==> src/shared/dim_pkg.sv <==
// Purpose: Constants and types of the digital input function mapper
// Assumes: 32-bit register port, word-aligned offsets
// Notes:   Function codes 0 to 20; codes 4, 5, 8 to 11, 18 and 19 for base inputs only
package dim_pkg;

  // ----------------------------------------
  // Sizes
  // ----------------------------------------
  localparam int NUM_BASE = 3;
  localparam int NUM_ACC = 36;
  localparam int NUM_IN = NUM_BASE + NUM_ACC;
  localparam int FUNC_W = 5;
  localparam int ADDR_W = 12;
  localparam int DATA_W = 32;
  localparam int NUM_RES = 6;
  localparam int ST_W = 4;

  // ----------------------------------------
  // Input positions
  // ----------------------------------------
  localparam int IDX_BASE_ONE = 0;
  localparam int IDX_BASE_TWO = 1;
  localparam int IDX_THIRD_BASE = 2;

  // ----------------------------------------
  // Function codes
  // ----------------------------------------
  localparam logic [FUNC_W-1:0] FN_NONE = 5'h00;
  localparam logic [FUNC_W-1:0] FN_ENABLE = 5'h01;
  localparam logic [FUNC_W-1:0] FN_STOP_HI = 5'h02;
  localparam logic [FUNC_W-1:0] FN_STOP_LO = 5'h03;
  localparam logic [FUNC_W-1:0] FN_FAST_CNT = 5'h04;
  localparam logic [FUNC_W-1:0] FN_CNT_RESET = 5'h05;
  localparam logic [FUNC_W-1:0] FN_CLEAN_FAULT = 5'h06;
  localparam logic [FUNC_W-1:0] FN_DIRECTION = 5'h07;
  localparam logic [FUNC_W-1:0] FN_POS_RISE = 5'h08;
  localparam logic [FUNC_W-1:0] FN_POS_FALL = 5'h09;
  localparam logic [FUNC_W-1:0] FN_CNT_RISE = 5'h0A;
  localparam logic [FUNC_W-1:0] FN_CNT_FALL = 5'h0B;
  localparam logic [FUNC_W-1:0] FN_CW_HI = 5'h0C;
  localparam logic [FUNC_W-1:0] FN_CW_LO = 5'h0D;
  localparam logic [FUNC_W-1:0] FN_CCW_HI = 5'h0E;
  localparam logic [FUNC_W-1:0] FN_CCW_LO = 5'h0F;
  localparam logic [FUNC_W-1:0] FN_BOTH_RISE = 5'h12;
  localparam logic [FUNC_W-1:0] FN_BOTH_FALL = 5'h13;
  localparam logic [FUNC_W-1:0] FN_EXT_FAULT = 5'h14;
  localparam logic [FUNC_W-1:0] FN_MAX = 5'h14;

  // ----------------------------------------
  // Register offsets
  // ----------------------------------------
  localparam logic [ADDR_W-1:0] OFS_SEL_BASE = 12'h000;
  localparam logic [ADDR_W-1:0] OFS_CTRL = 12'h100;
  localparam logic [ADDR_W-1:0] OFS_STATUS = 12'h104;
  localparam logic [ADDR_W-1:0] OFS_MASK = 12'h108;
  localparam logic [ADDR_W-1:0] OFS_LEVEL_LO = 12'h10C;
  localparam logic [ADDR_W-1:0] OFS_LEVEL_HI = 12'h110;
  localparam logic [ADDR_W-1:0] OFS_RESULT_BASE = 12'h120;

  // ----------------------------------------
  // Capture result slots, status bits and the control register bit
  // ----------------------------------------
  localparam int RES_POS_RISE = 0;
  localparam int RES_POS_FALL = 1;
  localparam int RES_CNT_RISE = 2;
  localparam int RES_CNT_FALL = 3;
  localparam int RES_BOTH_POS = 4;
  localparam int RES_BOTH_CNT = 5;
  localparam int ST_CAPTURE = 0;
  localparam int ST_LIMIT = 1;
  localparam int ST_FAULT = 2;
  localparam int ST_REFUSED = 3;
  localparam int CTRL_TORQUE = 0;

  typedef enum logic [2:0] {GRP_NONE, GRP_ENABLE, GRP_STOP, GRP_CW, GRP_CCW} dim_grp_t;

endpackage : dim_pkg

==> src/shared/dim_sync_if.sv <==
// Purpose: Synchronised input levels and edge pulses
// Assumes: One clock domain
// Notes:   Edges are single-cycle pulses
`timescale 1ns/10ps
`default_nettype none
interface dim_sync_if #(parameter int N = 39);
  logic [N-1:0] level;
  logic [N-1:0] rise;
  logic [N-1:0] fall;
  modport src (output level, output rise, output fall);
  modport dst (input level, input rise, input fall);
endinterface : dim_sync_if
`default_nettype wire

==> src/core/dim_input_sync.sv <==
// Purpose: Two-stage synchroniser and edge detect per digital input
// Assumes: High input level means contact closed
// Notes:   Edges appear two clocks after the pin changes
`timescale 1ns/10ps
`default_nettype none
module dim_input_sync import dim_pkg::*; #(
  parameter int N = NUM_IN
) (
  input wire logic sys_clk,
  input wire logic resetn,
  input wire logic [N-1:0] raw_in,
  dim_sync_if.src sync
);

  typedef struct packed {
    logic [N-1:0] meta;
    logic [N-1:0] stab;
    logic [N-1:0] prev;
  } dim_sync_state_t;

  dim_sync_state_t r;
  dim_sync_state_t next_r;

  // ----------------------------------------
  // Synchroniser chain
  // ----------------------------------------
  always_comb begin
    next_r = r;
    next_r.meta = raw_in;
    next_r.stab = r.meta;
    next_r.prev = r.stab;
  end

  always_ff @(posedge sys_clk) begin
    if (!resetn) begin
      r <= '0;
    end else begin
      r <= next_r;
    end
  end

  // Edges from stable stages only, never from the metastable one
  assign sync.level = r.stab;
  assign sync.rise = r.stab & ~r.prev;
  assign sync.fall = ~r.stab & r.prev;
endmodule : dim_input_sync
`default_nettype wire

==> src/core/dim_mapper.sv <==
// Purpose: Maps each digital input to a selectable drive function
// Assumes: Inputs synchronous-free pins; high level = contact closed
// Notes:   Selectors, control, status, mask and results on a word port
//
// Decided for this implementation: the placing of the registers and the address-and-strobe port.
`timescale 1ns/10ps
`default_nettype none
module dim_mapper import dim_pkg::*; #(
  parameter int POS_W = 32,
  parameter int CNT_W = 32
) (
  input wire logic sys_clk,
  input wire logic resetn,
  input wire logic [NUM_IN-1:0] din,
  input wire logic [POS_W-1:0] motor_position,
  input wire logic [CNT_W-1:0] pulse_counter,
  input wire logic [ADDR_W-1:0] addr,
  input wire logic [DATA_W-1:0] wdata,
  input wire logic wr_en,
  input wire logic rd_en,
  output logic [DATA_W-1:0] rdata,
  output logic irq,
  output logic limit_cw_active,
  output logic limit_ccw_active,
  output logic current_ref_zero,
  output logic ext_fault,
  output logic drive_enable,
  output logic stop_shaft,
  output logic fast_count_pulse,
  output logic fast_count_reset,
  output logic fault_clear,
  output logic dir_invert
);

  typedef struct packed {
    logic [NUM_IN-1:0][FUNC_W-1:0] sel;
    logic [NUM_RES-1:0][DATA_W-1:0] res;
    logic [ST_W-1:0] status;
    logic [ST_W-1:0] mask;
    logic torque;
    logic [DATA_W-1:0] rdata;
    logic irq;
    logic cw;
    logic ccw;
    logic ref_zero;
    logic fault;
    logic enable;
    logic stop;
    logic fast_pulse;
    logic fast_reset;
    logic fclear;
    logic dir;
  } dim_state_t;

  dim_state_t r;
  dim_state_t next_r;
  logic refuse;
  logic sel_wr;

  dim_sync_if #(.N(NUM_IN)) sync_bus ();

  dim_input_sync #(.N(NUM_IN)) u_sync (
    .sys_clk(sys_clk),
    .resetn(resetn),
    .raw_in(din),
    .sync(sync_bus)
  );

  // ----------------------------------------
  // Decode helpers
  // ----------------------------------------
  function automatic logic is_sel(input logic [ADDR_W-1:0] a);
    is_sel = (a[1:0] == 2'h0) && (a[ADDR_W-1:2] < 10'(NUM_IN));
  endfunction : is_sel

  function automatic logic [ADDR_W-3:0] word_idx(input logic [ADDR_W-1:0] a);
    word_idx = a[ADDR_W-1:2];
  endfunction : word_idx

  function automatic dim_grp_t fgroup(input logic [FUNC_W-1:0] c);
    case (c)
      FN_ENABLE: fgroup = GRP_ENABLE;
      FN_STOP_HI, FN_STOP_LO: fgroup = GRP_STOP;
      FN_CW_HI, FN_CW_LO: fgroup = GRP_CW;
      FN_CCW_HI, FN_CCW_LO: fgroup = GRP_CCW;
      default: fgroup = GRP_NONE;
    endcase
  endfunction : fgroup

  // Input-specific codes are refused at write time on other inputs, so the map never holds them there
  function automatic logic code_ok(input int idx, input logic [FUNC_W-1:0] c);
    case (c)
      FN_FAST_CNT: code_ok = (idx == IDX_BASE_ONE) || (idx == IDX_BASE_TWO);
      FN_POS_RISE, FN_POS_FALL: code_ok = (idx <= IDX_THIRD_BASE);
      FN_CNT_RISE, FN_CNT_FALL: code_ok = (idx == IDX_THIRD_BASE);
      FN_BOTH_RISE, FN_BOTH_FALL: code_ok = (idx == IDX_THIRD_BASE);
      FN_CNT_RESET: code_ok = (idx == IDX_THIRD_BASE);
      default: code_ok = (c <= FN_MAX);
    endcase
  endfunction : code_ok

  // ----------------------------------------
  // Next-state logic
  // ----------------------------------------
  always_comb begin
    logic [FUNC_W-1:0] code;
    logic lvl;
    logic rise;
    logic fall;
    logic cw_raw;
    logic ccw_raw;
    logic cap;
    logic [ST_W-1:0] ev;
    logic [ST_W-1:0] clr;
    logic [ADDR_W-3:0] widx;
    code = FN_NONE;
    lvl = 1'b0;
    rise = 1'b0;
    fall = 1'b0;
    cw_raw = 1'b0;
    ccw_raw = 1'b0;
    cap = 1'b0;
    ev = '0;
    clr = '0;
    widx = word_idx(addr);
    refuse = 1'b0;
    sel_wr = wr_en && is_sel(addr);
    next_r = r;
    next_r.rdata = '0;
    next_r.enable = 1'b0;
    next_r.stop = 1'b0;
    next_r.fault = 1'b0;
    next_r.fast_pulse = 1'b0;
    next_r.fast_reset = 1'b0;
    next_r.fclear = 1'b0;
    next_r.dir = 1'b0;

    // Per-input function evaluation
    for (int i = 0; i < NUM_IN; i++) begin
      code = r.sel[i];
      lvl = sync_bus.level[i];
      rise = sync_bus.rise[i];
      fall = sync_bus.fall[i];
      case (code)
        FN_ENABLE: next_r.enable = next_r.enable | lvl;
        FN_STOP_HI: next_r.stop = next_r.stop | lvl;
        FN_STOP_LO: next_r.stop = next_r.stop | ~lvl;
        FN_FAST_CNT: next_r.fast_pulse = next_r.fast_pulse | rise;
        FN_CNT_RESET: next_r.fast_reset = next_r.fast_reset | lvl;
        FN_CLEAN_FAULT: next_r.fclear = next_r.fclear | rise;
        FN_DIRECTION: next_r.dir = 1'b1;
        FN_CW_HI: cw_raw = cw_raw | lvl;
        FN_CW_LO: cw_raw = cw_raw | ~lvl;
        FN_CCW_HI: ccw_raw = ccw_raw | lvl;
        FN_CCW_LO: ccw_raw = ccw_raw | ~lvl;
        FN_EXT_FAULT: next_r.fault = next_r.fault | ~lvl;
        FN_POS_RISE: begin
          if (rise) begin
            next_r.res[RES_POS_RISE] = DATA_W'(motor_position);
            cap = 1'b1;
          end
        end
        FN_POS_FALL: begin
          if (fall) begin
            next_r.res[RES_POS_FALL] = DATA_W'(motor_position);
            cap = 1'b1;
          end
        end
        FN_CNT_RISE: begin
          if (rise) begin
            next_r.res[RES_CNT_RISE] = DATA_W'(pulse_counter);
            cap = 1'b1;
          end
        end
        FN_CNT_FALL: begin
          if (fall) begin
            next_r.res[RES_CNT_FALL] = DATA_W'(pulse_counter);
            cap = 1'b1;
          end
        end
        FN_BOTH_RISE, FN_BOTH_FALL: begin
          if ((code == FN_BOTH_RISE) ? rise : fall) begin
            next_r.res[RES_BOTH_POS] = DATA_W'(motor_position);
            next_r.res[RES_BOTH_CNT] = DATA_W'(pulse_counter);
            cap = 1'b1;
          end
        end
        default: ;
      endcase
    end

    // Limits ignored in torque mode; either one zeroes the current reference
    next_r.cw = cw_raw & ~r.torque;
    next_r.ccw = ccw_raw & ~r.torque;
    next_r.ref_zero = next_r.cw | next_r.ccw;

    ev[ST_CAPTURE] = cap;
    ev[ST_LIMIT] = next_r.ref_zero & ~r.ref_zero;
    ev[ST_FAULT] = next_r.fault & ~r.fault;

    // Selector writes with duplicate-function refusal
    if (sel_wr) begin
      for (int j = 0; j < NUM_IN; j++) begin
        if ((j != int'(widx)) && (fgroup(wdata[FUNC_W-1:0]) != GRP_NONE) &&
            (fgroup(r.sel[j]) == fgroup(wdata[FUNC_W-1:0]))) begin
          refuse = 1'b1;
        end
      end
      if (wdata[DATA_W-1:FUNC_W] != '0 || !code_ok(int'(widx), wdata[FUNC_W-1:0])) begin
        refuse = 1'b1;
      end
      if (refuse) begin
        ev[ST_REFUSED] = 1'b1;
      end else begin
        next_r.sel[widx] = wdata[FUNC_W-1:0];
      end
    end

    if (wr_en && addr == OFS_CTRL) begin
      next_r.torque = wdata[CTRL_TORQUE];
    end
    if (wr_en && addr == OFS_MASK) begin
      next_r.mask = wdata[ST_W-1:0];
    end
    if (wr_en && addr == OFS_STATUS) begin
      clr = wdata[ST_W-1:0];
    end
    // A new event wins over a clear in the same cycle
    next_r.status = (r.status & ~clr) | ev;
    next_r.irq = |(next_r.status & next_r.mask);

    // ----------------------------------------
    // Read data, valid in the cycle after the strobe
    // ----------------------------------------
    if (rd_en) begin
      if (is_sel(addr)) begin
        next_r.rdata = DATA_W'(r.sel[widx]);
      end else if (addr == OFS_CTRL) begin
        next_r.rdata = DATA_W'(r.torque);
      end else if (addr == OFS_STATUS) begin
        next_r.rdata = DATA_W'(r.status);
      end else if (addr == OFS_MASK) begin
        next_r.rdata = DATA_W'(r.mask);
      end else if (addr == OFS_LEVEL_LO) begin
        next_r.rdata = sync_bus.level[DATA_W-1:0];
      end else if (addr == OFS_LEVEL_HI) begin
        next_r.rdata = DATA_W'(sync_bus.level[NUM_IN-1:DATA_W]);
      end else if (addr[1:0] == 2'h0 && addr >= OFS_RESULT_BASE &&
                   addr < OFS_RESULT_BASE + ADDR_W'(4 * NUM_RES)) begin
        next_r.rdata = r.res[3'(word_idx(addr - OFS_RESULT_BASE))];
      end else begin
        next_r.rdata = '0;
      end
    end
  end

  always_ff @(posedge sys_clk) begin
    if (!resetn) begin
      r <= '0;
    end else begin
      r <= next_r;
    end
  end

  // ----------------------------------------
  // Outputs
  // ----------------------------------------
  assign rdata = r.rdata;
  assign irq = r.irq;
  assign limit_cw_active = r.cw;
  assign limit_ccw_active = r.ccw;
  assign current_ref_zero = r.ref_zero;
  assign ext_fault = r.fault;
  assign drive_enable = r.enable;
  assign stop_shaft = r.stop;
  assign fast_count_pulse = r.fast_pulse;
  assign fast_count_reset = r.fast_reset;
  assign fault_clear = r.fclear;
  assign dir_invert = r.dir;
endmodule : dim_mapper
`default_nettype wire

==> config.mk <==
export PLATFORM = sky130hd
export DESIGN_NAME = dim_mapper
export DESIGN_NICKNAME = d
export VERILOG_FILES = /design/src/shared/dim_pkg.sv /design/src/shared/dim_sync_if.sv /design/src/core/dim_input_sync.sv /design/src/core/dim_mapper.sv
export SDC_FILE = /design/constraint.sdc
export NUM_CORES = 2
export LEC_CHECK = 0
export CORE_UTILIZATION = 41
export CTS_CLUSTER_DIAMETER = 60
export CTS_CLUSTER_SIZE = 24
export DETAILED_ROUTE_END_ITERATION = 8
export DONT_BUFFER_PORTS = 1
export PLACE_DENSITY_LB_ADDON = 0.05
export SLEW_MARGIN = 30
export SYNTH_ARGS = -nofsm -noshare
export SYNTH_HDL_FRONTEND = slang
export SYNTH_SLANG_ARGS = --single-unit
==> constraint.sdc <==
create_clock -name sys_clk -period 5.4 [get_ports sys_clk]
set_input_delay 0.54 -clock sys_clk [delete_from_list [all_inputs] [get_ports sys_clk]]
set_output_delay 0.54 -clock sys_clk [all_outputs]
set_load 0.01 [all_outputs]
-- After elaboration in Yosys (flattened, before gate mapping)
Index checks and enable logic that the tools add are counted.
- register bits after elaboration: 556
- bits in latches: 0
- bits in writable memories: 0
- memory bits (read-only): 0
- output and inout bits: 43
- memories: 0
- $add $sub $neg: 1
- $mul: 0
- divide/modulo/power cells: 0
- $lt $le $gt $ge: 8
- equal/unequal tests: 801
- shift operators: 0
- multiplexer cells: 1077
- bitwise operators: 476
- reduce and logical (&&, ||, !) cells: 337
- operators by type and width (operator ; number):
    32-bit 2-to-1 mux ; 316
    64-bit 2-to-1 mux ; 78
    5-bit by 4-bit == test with 1-bit output (second input constant) ; 320
    5-bit by 3-bit == test with 1-bit output (second input constant) ; 158
    5-bit == test (second input constant) ; 119
    3-bit one-hot mux with 4 select lines ; 40
    2-bit OR reduction ; 238
    1-bit 2-to-1 mux ; 434
    1-bit bitwise OR ; 419
    5-bit by 2-bit == test with 1-bit output (second input constant) ; 80
    1-bit one-hot mux with 2 select lines ; 117
    5-bit by 1-bit == test with 1-bit output (second input constant) ; 40
    195-bit bitwise mux ; 1
    6-bit by 10-bit != test with 1-bit output (first input constant) ; 16
    3-bit 2-to-1 mux ; 40
    1-bit one-hot mux with 3 select lines ; 40
    3-bit == test ; 39
    32-bit binary-select mux with 3-bit select ; 1
    1-bit logical AND ; 86
    5-bit by 10-bit != test with 1-bit output (first input constant) ; 8
    39-bit AND ; 2
    39-bit NOT ; 2
    7-bit by 10-bit != test with 1-bit output (first input constant) ; 7
    12-bit by 9-bit == test with 1-bit output (second input constant) ; 5
    other kinds (34) ; 94

-- Longest topological paths before layout
- word-level depth: 84
- mapped depth: 16

-- Cells and area by module
From an unflattened synthesis, not the netlist that was laid out.
- cell total of the unflattened synthesis: 4351
- area, all modules: 35330.1 um^2
- by module, submodules not included (module ; instances ; cells each ; area an instance (um^2) ; seq. area each (um^2)):
    dim_mapper ; 1 ; 3988 ; 31391.4 ; 8788.4
    dim_input_sync ; 1 ; 363 ; 3938.8 ; 2342.2

-- Worst setup path after synthesis
Ideal clock, no wire load.
- kind: input-to-reg
- start point: in addr[11]
- end point: reg r[249] in the netlist's numbering
- data arrival time: 3.393 ns
- required time: 5.268 ns
- slack: 1.875 ns
- stages: 12
- buffers on the path: 3
- path through: or4_1 > buf_2 > nor2_2 > a2111oi_0 > or4_1 > nor4_1 > nand4_1 > o21ai_2 > buf_6 > buf_12 > nand3_4 > mux2i_1
- longest elaborated chain between the ends: 46
- ends and longest elaborated chain (item ; RTL line ; text):
    start, declared ; dim_mapper.sv:17 ; input wire logic [ADDR_W-1:0] addr,
    10-bit nonzero test ; dim_mapper.sv:204 ; if ((j != int'(widx)) && (fgroup(wdata[FUNC_W-1:0]) != GRP_NONE) &&
    1-bit logical AND (2 in series) ; dim_mapper.sv:204 ;
    1-bit 2-to-1 mux (39 in series) ; dim_mapper.sv:204 ;
    1-bit 2-to-1 mux ; dim_mapper.sv:209 ; if (wdata[DATA_W-1:FUNC_W] != '0 || !code_ok(int'(widx), wdata[FUNC_W-1:0])) begin
    1-bit 2-to-1 mux ; dim_mapper.sv:202 ; if (sel_wr) begin
    1-bit NOT (no source line) ; -- ;
    2-bit AND reduction (no source line) ; -- ;
    end signal, assigned ; dim_mapper.sv:261 ; r <= next_r;
    end, declared ; dim_mapper.sv:55 ; dim_state_t r;
Several ways; a longest one is shown, not always the timed one. The select of a mux whose other input is x is not followed.
A chain may end at the register's enable or synchronous reset.

-- Worst setup path in the final report
- start point: reg r[347] in the netlist's numbering
- end point: reg r[286] in the netlist's numbering
- longest elaborated chain between the ends: 29
- ends and longest elaborated chain (item ; RTL line ; text):
    5-bit by 4-bit == test with 1-bit output / 5-bit by 2-bit == test with 1-bit output (equally long branches) ; dim_mapper.sv:81 ; case (c)
    2-bit OR reduction ; dim_mapper.sv:81 ;
    3-bit one-hot mux with 4 select lines * ; dim_mapper.sv:81 ;
    3-bit 2-to-1 mux * ; dim_mapper.sv:202 ;
    3-bit == test * ; dim_mapper.sv:205 ; (fgroup(r.sel[j]) == fgroup(wdata[FUNC_W-1:0]))) begin
    1-bit logical AND * ; dim_mapper.sv:204 ;
    1-bit 2-to-1 mux * (19 in series) ; dim_mapper.sv:204 ;
    1-bit 2-to-1 mux * ; dim_mapper.sv:209 ;
    1-bit 2-to-1 mux * ; dim_mapper.sv:202 ;
    1-bit NOT (no source line) * ; -- ;
    2-bit AND reduction (no source line) * ; -- ;
Every way passes the cells marked *; elsewhere a longest branch is shown, timed or not. The select of a mux whose other input is x is not followed.

==> flow_summary.json <==
{
  "critPathMaxFanout": 23,
  "cts_tree": "yes",
  "hold_path.class": "input pin to register",
  "cts_resized": 0,
  "critPathMaxStageDelay_ns": 1.05,
  "skew_ns": 0.0706,
  "r2r-end": "r[286]",
  "synthCells": 4402,
  "hold_viol_final": 0,
  "end_kind": "register",
  "synth-edff-count": 0,
  "ys.flop_type": "dfxtp_1",
  "row_count": 108,
  "cts.sinks": 556,
  "post_dp_cell_area_um2": 37100,
  "r2r_start": "r[347]",
  "clk_latency_ns": 0.73,
  "ant_nets": 0,
  "relSlewSlack_pct": 17.0,
  "synth_area_um2": 36100,
  "grtUsageTotal_pct": 45.1,
  "die_w_um": 299,
  "drive_above_1_share_pct": 11.2,
  "cp_data_required_time_ns": 6.04,
  "syn_avg_cell_area_um2": 8.20,
  "slowest_stage": "a211oi_1",
  "holdWs_ns": 0.0185,
  "grt_overflow": 0,
  "grt_max_degree": 365,
  "post-cts-setup-buffers": 0,
  "syn_to_final_growth_pct": 11.4,
  "ys_ff_latch": 556,
  "synth_async_sr_flop_share_pct": 0,
  "port_buffers": 0,
  "setup_viol": 0,
  "ys_seq_area_share_pct": 30.8,
  "max-clock-path-buffers": 3,
  "core_area_um2": 87000,
  "syn_nets": 4553,
  "instances_no_fill": 5499,
  "cts-root-buf": "clkbuf_16",
  "final.setup.tns_ns": 0,
  "yosysUniqueCellTypes": 95,
  "status": "finished clean",
  "arrival_ns": 5.60,
  "grt_pass1_vias": 33400,
  "ff2ff_setup_slack_ns": 0.44,
  "cts_buffers": 53,
  "via_count": 37500,
  "fmax_mhz": 202,
  "post-route-min-period_ns": 4.96,
  "die-area_um2": 89200,
  "slew_viol_final": 0,
  "r2r_cells": 10,
  "ios": 194,
  "p_per_area_nw_per_um2": 223,
  "stdcell_area_um2": 40200,
  "worstMarginPinSlew_ns": 1.23,
  "cts-hold-fix-buffers": 103,
  "drv_cap": 0,
  "power.leakage_nw": 14.7,
  "rsz0062_at_grt": "no",
  "final_nets": 4432,
  "worstPathCellList": "nand2_1 -> a211oi_1 -> a22o_1 -> nor2_1 -> a2111oi_0 -> nand4_1 -> o21ai_4 -> buf_12 -> and3_1 -> mux2i_1",
  "hpwl_um": 158000,
  "holdPathEnd": "r[137]",
  "antenna_found_initial": 26,
  "finalCritPeriodShare_pct": 91.9,
  "vias_per_cell": 6.81,
  "drt_pre_antenna_iters": 8,
  "drt_iter0_markers": 6087,
  "hold_depth": 2,
  "synth_warnings": 0,
  "cts.reportedPaths.clkPinSlew_ns": 0.09,
  "grt_pass1_wl_um": 282000,
  "p_total_mw": 8.98,
  "worstHoldStart": "pulse_counter[21]",
  "routedWlPerCell_um": 37.7,
  "totalWireLength_um": 207000,
  "dpl.cell_count": 5277,
  "h-tree-depth": 2,
  "route.detailed.drc": 0,
  "start_kind": "register",
  "die-height_um": 299,
  "start_util_pct": 41.5,
  "gp_congestion": 1.14,
  "critPathKind": "register to register",
  "ir_worst_vdd_uv": 356
}
-- per-layer routing --
metal	global-route usage, %	part of all wire (%)	up-vias
met2	63.0	40	2713
met3	14.5	13	480
met4	21.6	5.9	16
li1	-	-	15800
met1	62.1	41	18500
met5	0	0.075	-
-- where the power goes --
part	switching (mW)	internal [mW]	total, mW
registers	0.0650	4.13	4.20
logic	0.290	0.200	0.490
clock network	2.11	2.18	4.30
total	2.47	6.51	8.98
-- sequential cells by signal, indices dropped and copies added, names as in the netlist, 32 cells and up --
register and cells:
u_sync.next_r 39, u_sync.sync.level 39, r 396, u_sync.r 39, rdata 32
-- cells in the mapped netlist (all sizes together), types with 14 or more instances --
master	instances	area, um^2
nor2b	104	651
a31oi	37	231
o22ai	63	394
and2	160	1000
and3	42	263
buf	106	639
nand4b	34	298
mux4	87	1960
xor2	25	219
or3b	40	350
a21boi	27	203
a211oi	22	165
a41oi	21	184
nor4	90	569
a22oi	62	465
nand2	493	1880
mux2i	395	3950
or4	18	135
a2111oi	26	234
o211ai	14	105
nor4b	43	383
a21oi	132	661
xnor2	95	832
inv	63	236
nand3b	47	353
nor3	120	611
nand4	128	832
and3b	22	193
dfxtp	556	11100
nor2	409	1550
nor3b	57	438
o21ai	73	369
o2111ai	22	193
or2	14	87.6
nand3	156	903
nand2b	74	463
a32oi	17	149
clkbuf	333	1250
-- metrics by stage --
step | util (%) | setup slack (ns)
floorplan | - | 1.88
global placement | 42.5 | 0.438
detailed placement | 42.6 | 0.387
CTS | 46.1 | 0.879
global route | 46.1 | 0.561
finish | 46.2 | 0.439
-- worst max-delay path: cells and delay by family (launching register included) --
family	cells	cell delay, ns
flops	1	0.62
compound gates	4	2.53
simple gates	4	1.13
buf+inv	1	0.29
mux	1	0.22
-- placed cells by master (no fill, tap or decap), types with 19 or more instances in the layout --
master         count
dfxtp_1          556
nand2_1          477
nor2_1           404
mux2i_1          395
and2_1           158
buf_4            154
nand3_1          145
a21oi_1          132
nand4_1          123
nor3_1           115
nor2b_1          104
dlygate4sd3_1    103
xnor2_1           95
mux4_2            87
nor4_1            79
nand2b_1          74
o21ai_0           70
o22ai_1           63
inv_1             62
a22oi_1           62
clkbuf_16         53
nor3b_1           52
nand3b_1          47
and3_1            42
or3b_2            39
nor4b_1           38
a31oi_1           37
nand4b_1          34
xor2_1            25
and3b_1           22
o2111ai_1         22
a211oi_1          22
a41oi_1           21
a21boi_0          21
a2111oi_0         19
-- final cells by class --
type                    instances  area, um^2
flip-flops and latches        556       11100
inverters                      63         241
repair buffers                263        2280
well taps                    1155        1450
diodes                         18        45.0
fillers                      8733       46800
clock inverters                39         587
clock buffers                  61        1410
multi-input cells            3344       23100
-- kinds of logic (layout without fill, tap and decap cells) --
kind of cell	count (synthesis)	after routing	synth area share, %
other	0	18	0
AOI/OAI and AO/OA	635	635	12.2
DFF	556	556	30.8
muxes	489	489	16.6
buffers and inverters	502	426	5.89
and+or+nand+nor	2100	2100	31.6
xor gates and xnor gates	120	120	2.91
-- how the worst max path moves through the flow --
stage	startpoint	to	slack, ns
after global routing	r[347]	r[285]	0.56
after floorplan	addr[11]	r[249]	1.88
after CTS	r[347]	r[348]	0.88
after global placement	addr[11]	r[346]	0.44
after detailed placement	addr[11]	r[286]	0.39
final	r[347]	r[286]	0.44
No activity file was read; power rests on OpenSTA's default activity.
